**config.mk**
```make
export PLATFORM = sky130hd
export DESIGN_NAME = fpc_core
export DESIGN_NICKNAME = d
export VERILOG_FILES = /design/src/fpc_pkg.sv /design/src/fpc_core.sv
export SDC_FILE = /design/constraint.sdc
export NUM_CORES = 1
export LEC_CHECK = 0
export BUFFER_PORTS_ARGS = -buffer_cell sky130_fd_sc_hd__buf_2
export CORE_MARGIN = 10
export CORE_UTILIZATION = 60
export CTS_CLUSTER_DIAMETER = 40
export CTS_CLUSTER_SIZE = 12
export DETAILED_ROUTE_END_ITERATION = 16
export PLACE_DENSITY_LB_ADDON = 0.3
export SLEW_MARGIN = 20
export SYNTH_ARGS = -nofsm -noshare
export SYNTH_HDL_FRONTEND = slang
export SYNTH_SLANG_ARGS = --single-unit
```
**constraint.sdc**
```tcl
create_clock -name MCLK -period 4.1 [get_ports MCLK]
set_input_delay 0.82 -clock MCLK [delete_from_list [all_inputs] [get_ports MCLK]]
set_output_delay 0.82 -clock MCLK [all_outputs]
set_load 0.005 [all_outputs]
```
**src/fpc_pkg.sv**
```systemverilog
// fpc_pkg: constants, types and encodings for the fetch, pc and stack core
// assumes a single 50 MHz clock domain and a 16-bit program word
package fpc_pkg;

    // program counter and program memory geometry
    localparam int FPC_PC_W = 13;
    localparam int FPC_PAGE_W = 8;
    localparam int FPC_WORD_W = 16;
    localparam int FPC_STACK_DEPTH = 8;

    // reset values
    localparam logic [12:0] FPC_RESET_PC = 13'h0000;
    localparam logic [12:0] FPC_INT_VECTOR = 13'h0004;
    localparam logic [7:0] FPC_RESET_BYTE = 8'h00;
    localparam logic [15:0] FPC_RESET_WORD = 16'h0000;

    // register port offsets
    localparam logic [1:0] FPC_REG_PC_LOW_BYTE = 2'h0;
    localparam logic [1:0] FPC_REG_STATUS = 2'h1;
    localparam logic [1:0] FPC_REG_ACC = 2'h2;
    localparam logic [1:0] FPC_REG_MEM = 2'h3;

    // phase_clocks sequence, gray coded
    typedef enum logic [1:0] {
        FPC_T1 = 2'h0,
        FPC_T2 = 2'h1,
        FPC_T3 = 2'h3,
        FPC_T4 = 2'h2
    } fpc_phase_t;

    // instruction classes in bits 15:13
    typedef enum logic [2:0] {
        FPC_C_MISC = 3'h0,
        FPC_C_ALUI = 3'h1,
        FPC_C_ALUM = 3'h2,
        FPC_C_MOVM = 3'h3,
        FPC_C_JUMP_INSTR = 3'h6,
        FPC_C_CALL = 3'h7
    } fpc_class_t;

    // misc sub operations in bits 3:0
    localparam logic [3:0] FPC_M_NOP = 4'h0;
    localparam logic [3:0] FPC_M_RETURN_SUBROUTINE = 4'h1;
    localparam logic [3:0] FPC_M_RETURN_INTERRUPT = 4'h2;
    localparam logic [3:0] FPC_M_SZ = 4'h3;
    localparam logic [3:0] FPC_M_SNZ = 4'h4;
    localparam logic [3:0] FPC_M_PCLW = 4'h5;

    // alu functions in bits 11:8
    typedef enum logic [3:0] {
        FPC_A_ADD = 4'h0, FPC_A_ADC = 4'h1, FPC_A_SUB = 4'h2, FPC_A_SBC = 4'h3,
        FPC_A_AND = 4'h4, FPC_A_OR = 4'h5, FPC_A_XOR = 4'h6, FPC_A_CPL = 4'h7,
        FPC_A_RR = 4'h8, FPC_A_RRC = 4'h9, FPC_A_RL = 4'ha, FPC_A_RLC = 4'hb,
        FPC_A_INC = 4'hc, FPC_A_DEC = 4'hd, FPC_A_DECIMAL_ADJUST = 4'he, FPC_A_MOV = 4'hf
    } fpc_alu_t;

    // status flags
    typedef struct packed {
        logic ov;
        logic z;
        logic ac;
        logic c;
    } fpc_status_t;

    // alu answer: result byte with its flags
    typedef struct packed {
        logic [7:0] res;
        fpc_status_t st;
    } fpc_alu_out_t;

endpackage : fpc_pkg

```
**src/fpc_core.sv**
```systemverilog
// fpc_core: four-phase sequencer, prefetch pipeline, 13-bit pc, return stack and 8-bit alu
// assumes program memory answers PM_ADDR by the T4 edge, IRQ is an asynchronous pin
`timescale 1ns/1ps
module fpc_core
    import fpc_pkg::*;
#(
    parameter int STACK_DEPTH = FPC_STACK_DEPTH,
    parameter logic [12:0] INT_VECTOR = FPC_INT_VECTOR
) (
    // clock and reset
    input wire logic MCLK,
    input wire logic RST,
    // program memory
    output logic [12:0] PM_ADDR,
    output logic PM_RD,
    input wire logic [15:0] PM_DATA,
    // interrupt request
    input wire logic IRQ,
    output logic INT_ACK,
    // register port
    input wire logic [1:0] REG_ADDR,
    input wire logic [7:0] REG_WDATA,
    input wire logic REG_WR,
    input wire logic REG_RD,
    output logic [7:0] REG_RDATA,
    // observation
    output logic [1:0] PHASE,
    output logic STACK_FULL
);

    localparam int SP_W = $clog2(STACK_DEPTH);

    // refuse depths the wrapping pointer cannot serve
    if (STACK_DEPTH < 2 || (1 << SP_W) != STACK_DEPTH) begin : g_depth_check
        $error("STACK_DEPTH must be a power of two, at least 2");
    end

    fpc_phase_t phase_ff;
    logic [12:0] pc_ff;
    logic [12:0] fetch_addr_ff;
    logic pm_rd_ff;
    logic [15:0] ir_ff;
    logic ir_valid_ff;
    logic [12:0] stk_mem [STACK_DEPTH];
    logic [SP_W-1:0] sp_ff;
    logic [SP_W:0] cnt_ff;
    logic [SP_W:0] nxt_cnt;
    logic stack_full_ff;
    logic irq_s1_ff;
    logic irq_s2_ff;
    logic irq_d_ff;
    logic int_pend_ff;
    logic int_ack_ff;
    logic [7:0] acc_ff;
    logic [7:0] mem_ff;
    fpc_status_t status_ff;
    logic low_byte_pend_ff;
    logic [7:0] low_byte_val_ff;
    logic [7:0] rdata_ff;

    // decode of the instruction in execution
    logic at_t4;
    logic exec;
    fpc_class_t cls;
    logic [3:0] sub;
    logic is_jump, is_call, is_return, is_pclw, is_alu, skip_taken, instr_xfer;
    logic do_ack, do_bus_low_byte, do_push, do_pop, stack_full;
    logic [12:0] stk_top;
    fpc_alu_out_t alu_o;

    assign at_t4 = (phase_ff == FPC_T4);
    assign exec = at_t4 && ir_valid_ff;
    assign cls = fpc_class_t'(ir_ff[15:13]);
    assign sub = ir_ff[3:0];
    assign is_jump = exec && (cls == FPC_C_JUMP_INSTR);
    assign is_call = exec && (cls == FPC_C_CALL);
    assign is_return = exec && (cls == FPC_C_MISC) &&
                       (sub == FPC_M_RETURN_SUBROUTINE || sub == FPC_M_RETURN_INTERRUPT);
    assign is_pclw = exec && (cls == FPC_C_MISC) && (sub == FPC_M_PCLW);
    assign is_alu = exec && (cls == FPC_C_ALUI || cls == FPC_C_ALUM);
    assign skip_taken = exec && (cls == FPC_C_MISC) &&
                        ((sub == FPC_M_SZ && acc_ff == 8'h00) || (sub == FPC_M_SNZ && acc_ff != 8'h00));
    assign instr_xfer = is_jump || is_call || is_return || is_pclw;
    assign stack_full = (cnt_ff == (SP_W+1)'(STACK_DEPTH));
    // acknowledge only beside an instruction that keeps the prefetch, never with a full stack
    assign do_ack = int_pend_ff && exec && !instr_xfer && !skip_taken && !stack_full;
    assign do_bus_low_byte = low_byte_pend_ff && at_t4 && !instr_xfer && !skip_taken && !do_ack;
    assign do_push = is_call || do_ack;
    assign do_pop = is_return;
    assign stk_top = stk_mem[sp_ff - SP_W'(1)];

    // alu: 8-bit operation with flag update
    function automatic fpc_alu_out_t alu_calc(input logic [3:0] f, input logic [7:0] a,
                                              input logic [7:0] b, input fpc_status_t s);
        fpc_alu_out_t o;
        logic [7:0] bx;
        logic cin;
        logic [8:0] s9;
        logic [4:0] n5;
        logic [8:0] d9;
        o.res = a;
        o.st = s;
        bx = b;
        cin = 1'b0;
        s9 = 9'h000;
        n5 = 5'h00;
        d9 = 9'h000;
        case (fpc_alu_t'(f))
            FPC_A_ADD, FPC_A_ADC, FPC_A_SUB, FPC_A_SBC: begin
                bx = (f == FPC_A_SUB || f == FPC_A_SBC) ? ~b : b;
                cin = (f == FPC_A_ADD) ? 1'b0 : (f == FPC_A_SUB) ? 1'b1 : s.c;
                s9 = {1'b0, a} + {1'b0, bx} + {8'h00, cin};
                n5 = {1'b0, a[3:0]} + {1'b0, bx[3:0]} + {4'h0, cin};
                o.res = s9[7:0];
                o.st.c = s9[8]; // carry, or no-borrow for subtract
                o.st.ac = n5[4];
                o.st.ov = (a[7] == bx[7]) && (s9[7] != a[7]);
            end
            FPC_A_AND: o.res = a & b;
            FPC_A_OR: o.res = a | b;
            FPC_A_XOR: o.res = a ^ b;
            FPC_A_CPL: o.res = ~b;
            FPC_A_RR: o.res = {b[0], b[7:1]};
            FPC_A_RRC: begin
                o.res = {s.c, b[7:1]};
                o.st.c = b[0];
            end
            FPC_A_RL: o.res = {b[6:0], b[7]};
            FPC_A_RLC: begin
                o.res = {b[6:0], s.c};
                o.st.c = b[7];
            end
            FPC_A_INC: o.res = b + 8'h01;
            FPC_A_DEC: o.res = b - 8'h01;
            FPC_A_DECIMAL_ADJUST: begin
                d9 = {1'b0, a};
                if (a[3:0] > 4'h9 || s.ac) begin
                    d9 = d9 + 9'h006;
                end
                if (d9[7:4] > 4'h9 || s.c || d9[8]) begin
                    d9 = d9 + 9'h060;
                end
                o.res = d9[7:0];
                o.st.c = s.c | d9[8];
            end
            default: o.res = b;
        endcase
        // rotates and moves leave the zero flag alone
        if (f < FPC_A_RR || f == FPC_A_INC || f == FPC_A_DEC || f == FPC_A_DECIMAL_ADJUST) begin
            o.st.z = (o.res == 8'h00);
        end
        return o;
    endfunction : alu_calc

    assign alu_o = alu_calc(ir_ff[11:8], acc_ff, (cls == FPC_C_ALUI) ? ir_ff[7:0] : mem_ff, status_ff);

    // phase sequencer: T1, T2, T3, T4 make one instruction cycle
    always_ff @(posedge MCLK or posedge RST) begin
        if (RST) begin
            phase_ff <= FPC_T1;
        end else begin
            case (phase_ff)
                FPC_T1: phase_ff <= FPC_T2;
                FPC_T2: phase_ff <= FPC_T3;
                FPC_T3: phase_ff <= FPC_T4;
                default: phase_ff <= FPC_T1;
            endcase
        end
    end

    // program counter: increment and fetch at T1, redirect at T4
    always_ff @(posedge MCLK or posedge RST) begin
        if (RST) begin
            pc_ff <= FPC_RESET_PC;
            fetch_addr_ff <= FPC_RESET_PC;
            pm_rd_ff <= 1'b0;
        end else begin
            pm_rd_ff <= (phase_ff == FPC_T1);
            if (phase_ff == FPC_T1) begin
                fetch_addr_ff <= pc_ff;
                pc_ff <= pc_ff + 13'h0001;
            end else if (is_jump || is_call) begin
                pc_ff <= ir_ff[12:0];
            end else if (is_return) begin
                pc_ff <= stk_top;
            end else if (do_ack) begin
                pc_ff <= INT_VECTOR;
            end else if (is_pclw) begin
                pc_ff <= {pc_ff[12:8], acc_ff}; // upper bits kept: same page
            end else if (do_bus_low_byte) begin
                pc_ff <= {pc_ff[12:8], low_byte_val_ff};
            end
        end
    end

    // instruction register: prefetched word, flushed on any redirect or taken skip
    always_ff @(posedge MCLK or posedge RST) begin
        if (RST) begin
            ir_ff <= FPC_RESET_WORD;
            ir_valid_ff <= 1'b0;
        end else if (at_t4) begin
            ir_ff <= PM_DATA;
            ir_valid_ff <= !(instr_xfer || skip_taken || do_ack || do_bus_low_byte);
        end
    end

    // return stack: wrapping pointer, count saturates at the depth
    always_comb begin
        nxt_cnt = cnt_ff;
        if (do_push && !stack_full) begin
            nxt_cnt = cnt_ff + (SP_W+1)'(1);
        end else if (do_pop && cnt_ff != '0) begin
            nxt_cnt = cnt_ff - (SP_W+1)'(1);
        end
    end

    always_ff @(posedge MCLK) begin
        if (do_push) begin
            stk_mem[sp_ff] <= is_call ? pc_ff : fetch_addr_ff;
        end
    end

    always_ff @(posedge MCLK or posedge RST) begin
        if (RST) begin
            sp_ff <= '0;
            cnt_ff <= '0;
            stack_full_ff <= 1'b0;
        end else begin
            if (do_push) begin
                sp_ff <= sp_ff + SP_W'(1); // overflow wraps onto the oldest slot
            end else if (do_pop) begin
                sp_ff <= sp_ff - SP_W'(1);
            end
            cnt_ff <= nxt_cnt;
            stack_full_ff <= (nxt_cnt == (SP_W+1)'(STACK_DEPTH));
        end
    end

    // interrupt: synchronise the pin, latch rising edges, clear on acknowledge
    always_ff @(posedge MCLK or posedge RST) begin
        if (RST) begin
            irq_s1_ff <= 1'b0;
            irq_s2_ff <= 1'b0;
            irq_d_ff <= 1'b0;
            int_pend_ff <= 1'b0;
            int_ack_ff <= 1'b0;
        end else begin
            irq_s1_ff <= IRQ;
            irq_s2_ff <= irq_s1_ff;
            irq_d_ff <= irq_s2_ff;
            int_ack_ff <= do_ack;
            if (irq_s2_ff && !irq_d_ff) begin
                int_pend_ff <= 1'b1; // a new edge wins over the clear
            end else if (do_ack) begin
                int_pend_ff <= 1'b0;
            end
        end
    end

    // working registers: accumulator, data byte and status
    always_ff @(posedge MCLK or posedge RST) begin
        if (RST) begin
            acc_ff <= FPC_RESET_BYTE;
            mem_ff <= FPC_RESET_BYTE;
            status_ff <= '0;
        end else if (is_alu) begin
            status_ff <= alu_o.st;
            if (cls == FPC_C_ALUM && ir_ff[12]) begin
                mem_ff <= alu_o.res; // result-to-memory form
            end else begin
                acc_ff <= alu_o.res;
            end
        end else if (exec && cls == FPC_C_MOVM) begin
            mem_ff <= ir_ff[7:0];
        end
    end

    // register port: pc low byte writes queue a page jump, reads answer next cycle
    always_ff @(posedge MCLK or posedge RST) begin
        if (RST) begin
            low_byte_pend_ff <= 1'b0;
            low_byte_val_ff <= FPC_RESET_BYTE;
            rdata_ff <= FPC_RESET_BYTE;
        end else begin
            if (REG_WR && REG_ADDR == FPC_REG_PC_LOW_BYTE) begin
                low_byte_pend_ff <= 1'b1;
                low_byte_val_ff <= REG_WDATA;
            end else if (do_bus_low_byte) begin
                low_byte_pend_ff <= 1'b0;
            end
            if (!REG_RD) begin
                rdata_ff <= 8'h00;
            end else if (REG_ADDR == FPC_REG_PC_LOW_BYTE) begin
                rdata_ff <= pc_ff[7:0];
            end else if (REG_ADDR == FPC_REG_STATUS) begin
                rdata_ff <= {4'h0, status_ff};
            end else if (REG_ADDR == FPC_REG_ACC) begin
                rdata_ff <= acc_ff;
            end else begin
                rdata_ff <= mem_ff;
            end
        end
    end

    // outputs straight from flip-flops
    assign PM_ADDR = fetch_addr_ff;
    assign PM_RD = pm_rd_ff;
    assign INT_ACK = int_ack_ff;
    assign REG_RDATA = rdata_ff;
    assign PHASE = phase_ff;
    assign STACK_FULL = stack_full_ff;
endmodule : fpc_core

```
==> Yosys cells after proc, flatten, opt, wreduce, memory -nomap -nowiden <==
Memory sizes are Yosys's and may differ from the RTL's.
Index checks and enable logic that the tools add are counted.
{ "word_totals": {"reg_bits": 96, "mem_bits_rw": 104, "inputBits": 31, "n_memories": 1, "out_inout_bits": 26, "word_cells": 185} }
{ "memory_table": {"columns": ["name", "depth", "width", "read_ports", "rd_clocked_by_memory_dff", "write_ports", "line_no", "source"], "rows": [
  ["stk_mem", 8, 13, 1, 0, 1, "fpc_core.sv:44", "logic [12:0] stk_mem [STACK_DEPTH];"]
]} }
{ "classes": {"mux": 35, "n_eq_ne": 34, "bitwise": 6, "n_addsub": 13, "n_lt_le_gt_ge": 3, "reduce_logical": 69} }
{ "ops": {"columns": ["cell", "n"], "rows": [
  ["$pmux 8 s12", 1],
  ["$mux 8", 11],
  ["$mux 13", 5],
  ["$eq 4x4->1 const B", 9],
  ["$mux 9", 4],
  ["$logic_and 1x1->1", 25],
  ["$eq 4x3->1 const B", 6],
  ["$logic_or 1x1->1", 17],
  ["$eq 4x2->1 const B", 4],
  ["$logic_not 8->1", 2],
  ["$add 13x1->13 const B", 1],
  ["$reduce_bool 4->1", 3],
  ["$reduce_and 2->1", 5],
  ["$add 8x3->9 const B", 1],
  ["$add 8x8->9", 1],
  ["$add 9x1->9", 1],
  ["$add 9x7->9 const B", 1],
  ["$add 8x1->8 const B", 1],
  ["$and 8x8->8", 1],
  ["$eq 4x1->1 const B", 2],
  ["$gt 4x4->1 const B", 2],
  ["$mux 1", 8],
  ["$mux 4", 2],
  ["$not 8->8", 1],
  ["other kinds (31)", 46]
]} }

==> Longest topological paths before layout <==
{ "depth": {"depth_word": 18, "mapped_depth": 16, "ltp_nobuf": 14} }

==> Worst setup path before layout <==
No wires, ideal clock.
{ "synth_timing": {"kind": "register -> register", "start": "reg ir_ff[10]", "end": "reg status_ff[2] in the netlist's numbering", "period_less_slack_ns": 3.770, "path_stages_with_launch": 15, "path_slack_ns": 0.330, "n_path_buf": 2, "arrival_ns": 3.667, "t_required_ns": 3.996, "cell_sequence": "dfrtp_1 clkbuf_1 or2_2 clkbuf_1 nor2_1 xnor2_1 fa_1 fa_1 nand3_1 nand2_1 a31oi_1 xnor2_1 a221oi_1 a22oi_1 o41ai_2"} }
{ "synth_via": {"elab_chain_cells": 7} }
{ "synth_rtl": {"columns": ["item", "line_no", "source"], "rows": [
  ["start, declared", "fpc_core.sv:42", "logic [15:0] ir_ff;"],
  ["start signal, assigned", "fpc_core.sv:199", "ir_ff <= FPC_RESET_WORD;"],
  ["start signal, assigned", "fpc_core.sv:202", "ir_ff <= PM_DATA;"],
  ["$eq 4x2->1, on equally long branches", "fpc_core.sv:108, fpc_core.sv:110, fpc_core.sv:111", null],
  ["$logic_or 1x1->1", "fpc_core.sv:110", "bx = (f == FPC_A_SUB || f == FPC_A_SBC) ? ~b : b;"],
  ["$mux 8", "fpc_core.sv:110", null],
  ["$add 8x8->9", "fpc_core.sv:112", "s9 = {1'b0, a} + {1'b0, bx} + {8'h00, cin};"],
  ["$add 9x1->9", "fpc_core.sv:112", null],
  ["$pmux 8 s12", "fpc_core.sv:108", "case (fpc_alu_t'(f))"],
  ["$logic_not 8->1", "fpc_core.sv:150", "o.st.z = (o.res == 8'h00);"],
  ["end signal, assigned", "fpc_core.sv:267", "status_ff <= alu_o.st;"],
  ["end, declared", "fpc_core.sv:56", "fpc_status_t status_ff;"]
]} }
Several ways; a longest one is shown, not always the timed one.
A chain may end at the register's enable or synchronous reset.

==> Worst setup path after layout <==
{ "layout_timing": {"start": "reg ir_ff[13]", "end": "reg status_ff[2] in the netlist's numbering"} }
{ "layout_via": {"elab_chain_cells": 8} }
{ "layout_rtl": {"columns": ["item", "line_no", "source"], "rows": [
  ["$eq 3x1->1", "fpc_core.sv:80, fpc_core.sv:155", null],
  ["$mux 8", "fpc_core.sv:155", "assign alu_o = alu_calc(ir_ff[11:8], acc_ff, (cls == FPC_C_ALUI) ? ir_ff[7:0] : mem_ff, status_ff);"],
  ["$not 8->8", "fpc_core.sv:110, fpc_core.sv:122", null],
  ["$mux 8", "fpc_core.sv:110", null],
  ["$add 8x8->9", "fpc_core.sv:112", null],
  ["$add 9x1->9", "fpc_core.sv:112", null],
  ["$pmux 8 s12", "fpc_core.sv:108", null],
  ["$logic_not 8->1", "fpc_core.sv:150", null]
]} }
Several ways; a longest one is shown, not always the timed one.

==> results.txt <==
The hold path startpoint was irq_s1_ff. Xor and xnor area share after synthesis: 0.02740. Once detail routing completed, the nets flagged for antenna violations numbered 0.

In this run the worst path has a maximum fanout of 9. The max-slew violation count was 0. The flow ran to the end, and the final reports show no timing, DRC or antenna violations. The post-detailed-route via-to-cell ratio came out at 6.512. Setup repair after global routing left no endpoint under its margin. The die covers 23990 sq um. After detailed routing, the number of remaining DRC violations is 0. The async set-reset flop share out of synthesis is 0.4800, and the number of enable-type register cells in the synthesized netlist is 104.

The number of cells traversed by the worst hold path came out at 0. The total via count after detailed routing is 8413. The run gives 0.6844 as the share of the core filled with cells. The clock net in this run drives a total of 200 sinks. In the synthesized netlist, the cells that appear most often are 156 x nand2_1, 104 x edfxtp_1, 96 x dfrtp_1, 70 x nor2_1, 60 x o21ai_0. The worst setup path is launched from a flip-flop. During placement, the flow inserted port buffers numbering 56. Once placement finished, the instance area stood at 11640 sq um. The post-synthesis share of cell area spent on full adders, half adders and majority gates works out to 0.04677. In this run the critical register-to-register path is launched from ir_ff[13]. For the total clock buffers created by CTS, the log shows 17.

The tools report the highest ir drop seen on vdd as 0.4794 mV. The initialized floorplan defines 49 standard-cell rows. The clock tree root buffer cell was clkbuf_16. The minimum period implied by the final worst setup slack works out to 3851 ps. The congestion estimate from routability-driven global placement came to 0.9731. The most instantiated flip-flop cell in the synthesis netlist is edfxtp_1. TritonCTS built the clock tree.

For the number of failing hold endpoints at the final stage, the log shows 0. After global routing the overflow that remains totals 0. The overall power after layout is 7353 uW, and the core box area is 17900 sq um.

The number of failing setup endpoints in the final timing report was 0; the final cell area excluding filler cells was 12250 sq um. In the post-route analysis, the smallest setup slack over all paths is 248.9 ps. The number of antenna violations at the first check in global routing was 0.

The share of the clock period used by the worst path was 0.9393; the summed negative setup slack over all endpoints was 0 ps. In this run the worst hold path is classified as reg -> reg. Yosys mapped the design onto 88 distinct sky130hd cell types. The synthesized-area fraction occupied by ao, oa, aoi and oai cells is 0.1276, and the worst relative slew slack is 0.3014. First-pass GRT wire length: 48730 microns.

The die boundary width came out at 154.9 microns. The post-synthesis instance total was 979. nand2_1 is the most common cell in the netlist.

From synthesis to final layout, the design area changed by 12.24%. The largest area contributor in the synthesized netlist is edfxtp_1. From bottom edge to top edge, the die measures 154.9 microns. The total wire length after detailed routing is 31310 microns.

The net count of the finished layout is 1120. The proportion of synthesized area in mux cells is 0.1213. The H-tree generated during clock tree synthesis spans 4 levels.

The area share of the leading cell type in the synthesized netlist came out at 0.2861. Post-CTS setup-driven buffer insertion count: 0. The number of synthesis warnings was 0. In the final routing, the length of wire on met1 measures 11890 microns.

The post-synthesis register bit count is 200. The fraction of final layout cells sized beyond drive strength 1 is 0.2135, and the actual slew at the worst max-slew pin is 1037 ps. The run gives 8351 as the via count of the first global-routing pass. Clock-pin transition on the worst setup and hold timing paths: 80 ps. The logs give 5527 sq um for the area taken by flip-flops and latches and 0.5062 for the sequential cell area fraction in the yosys report. The per-instance average area after synthesis came out at 11.15 sq um. The highest metal layer carrying signal wires in the routed design is met4. The analysis attributes to cell leakage a power of 0.004982 uW. The area fraction in and, or, nand and nor cells after synthesis is 0.1380. 0 antenna diodes ended up in the layout. The sum of net half-perimeters after detailed placement is 22780 microns. Nature of the critical path endpoint: a flip-flop.

Summing every instance area after synthesis gives 10920 sq um. Count of hold buffers inserted by post-cts repair: 0. Before CTS, the worst setup slack after placement is 358.6 ps.

By area the synthesized netlist is led by edfxtp_1 29%, dfrtp_1 22%, mux4_2 6.4%, nand2_1 5.4%, ha_1 4.1%. For the number of gates resized after cts, the log shows 0. Across the routed clock network, the largest skew measured is 18.20 ps. The tools report the end of the worst register-to-register path as status_ff[2]. Pin placement for this block handled 57 I/O pins. The startpoint-to-endpoint class of the critical path is reg -> reg. The first routing iteration left 947 violations. The detailed-route wire length per cell was 24.24 microns.

The total iterations of the first detailed-routing run is 8, and the timing-limited maximum frequency is 0.2597 GHz. Synthesis produced a netlist with a net count of 1049. Length in cells of the worst reg-to-reg path: 12. The logs give 0.2624 for the global-route total usage across every layer and 0.6097 for the initial standard-cell utilization of the core. In the final layout, the multi-input gates occupy 5042 sq um. Entering global routing, the biggest net connects 58 pins.

The run gives 4180 ps as the data arrival time of the critical path. After synthesis, the largest family of logic cells by area is simple AND/OR/NAND/NOR gates. The endpoint of the worst hold path is irq_s2_ff. Power spread over the standard cell area amounts to 600.1 nW/um^2. For the worst setup path, the data required time is 4430 ps. The logs give 1320 for the number of fillers in the final layout and 2601 microns for the wire length on met3. The wire length on met2 is 15390 microns, and the reg-to-reg setup timing slack is 250 ps. The clock passes through at most 2 buffers.

The later pin in the worst-skew pair is clocked with a latency of 440 ps. Max-cap violations in this run came to 0.
[cell families (layout without fill, tap and decap cells)]
family | after synthesis | in the layout
fa+ha+maj | 39 | 39
mux | 88 | 88
buf+inv | 88 | 172
flops | 200 | 200
compound gates | 210 | 210
xor+xnor | 32 | 32
simple gates | 322 | 322
[critical path, cell delays in order (launching register included)]
cell and delay [ps]:
dfrtp_1 490, or3b_1 510, a21oi_2 260, xnor2_1 120, fa_1 450, fa_1 410
nand3_1 90, nand2_1 90, a31oi_1 340, xnor2_1 110, a221oi_1 330, a22oi_1 180
o41ai_2 350
[where the power goes]
| group | leakage (uW) | internal (uW) | switching [uW] | total, uW |
|---|---|---|---|---|
| clock network | 0.000299 | 935 | 819 | 1750 |
| registers | 0.00213 | 2480 | 378 | 2860 |
| logic | 0.00256 | 1210 | 1530 | 2740 |
[registers in the layout (all words and copies together) (netlist names), 3 cells and up]
name	count
stk_mem	104
low_byte_val_ff	8
ir_ff	16
acc_ff	8
pc_ff	13
status_ff	4
mem_ff	8
PM_ADDR	13
sp_ff	3
REG_RDATA	8
cnt_ff	4
[routing by layer]
layer  vias up  global-route usage
li1       3744                   -
met1      4090              0.3230
met5         -                   0
met4         0              0.1282
met3       105             0.05045
met2       474              0.4346
[layout by cell type (no fill, tap or decap), types with 7 or more instances in the layout]
| cell type | instances |
|---|---|
| ha_1 | 36 |
| edfxtp_1 | 104 |
| a211oi_1 | 8 |
| dfrtp_1 | 95 |
| o21ai_0 | 60 |
| o22ai_1 | 7 |
| inv_1 | 30 |
| nand3_1 | 14 |
| mux2_2 | 34 |
| xor2_1 | 8 |
| buf_2 | 56 |
| o221ai_1 | 9 |
| clkbuf_16 | 17 |
| mux4_2 | 31 |
| nor2b_1 | 11 |
| nor2_1 | 70 |
| xnor2_1 | 23 |
| a22oi_1 | 7 |
| a21oi_1 | 49 |
| buf_4 | 49 |
| nand2_1 | 156 |
| mux2i_1 | 22 |
[final cells by class]
class	count	area share
clock buffers	19	0.03533
repair buffers	105	0.05290
flip-flops and latches	200	0.4511
inverters	35	0.01113
well taps	229	0.02339
multi-input cells	691	0.4116
clock inverters	13	0.01460
[stage by stage]
| stage | cells | hold slack, ps |
|---|---|---|
| after floorplan | 979 | 331.2 |
| after global placement | 1260 | 339.3 |
| after detailed placement | 1260 | 354.3 |
| after CTS | 1292 | 364.8 |
| after global routing | 1292 | 370.9 |
| final | 1292 | 361.4 |
[worst max path at each step]
| stage | start | endpoint | slack, ps | cells after the start |
|---|---|---|---|---|
| CTS | ir_ff[13] | status_ff[2] | 300 | 12 |
| finish | ir_ff[13] | status_ff[2] | 250 | 12 |
| detailed placement | ir_ff[13] | status_ff[2] | 360 | 12 |
| global placement | ir_ff[13] | status_ff[2] | 420 | 12 |
| floorplan | ir_ff[10] | status_ff[2] | 330 | 14 |
| global route | ir_ff[13] | status_ff[2] | 70 | 12 |
No activity file was read; power rests on OpenSTA's default activity.
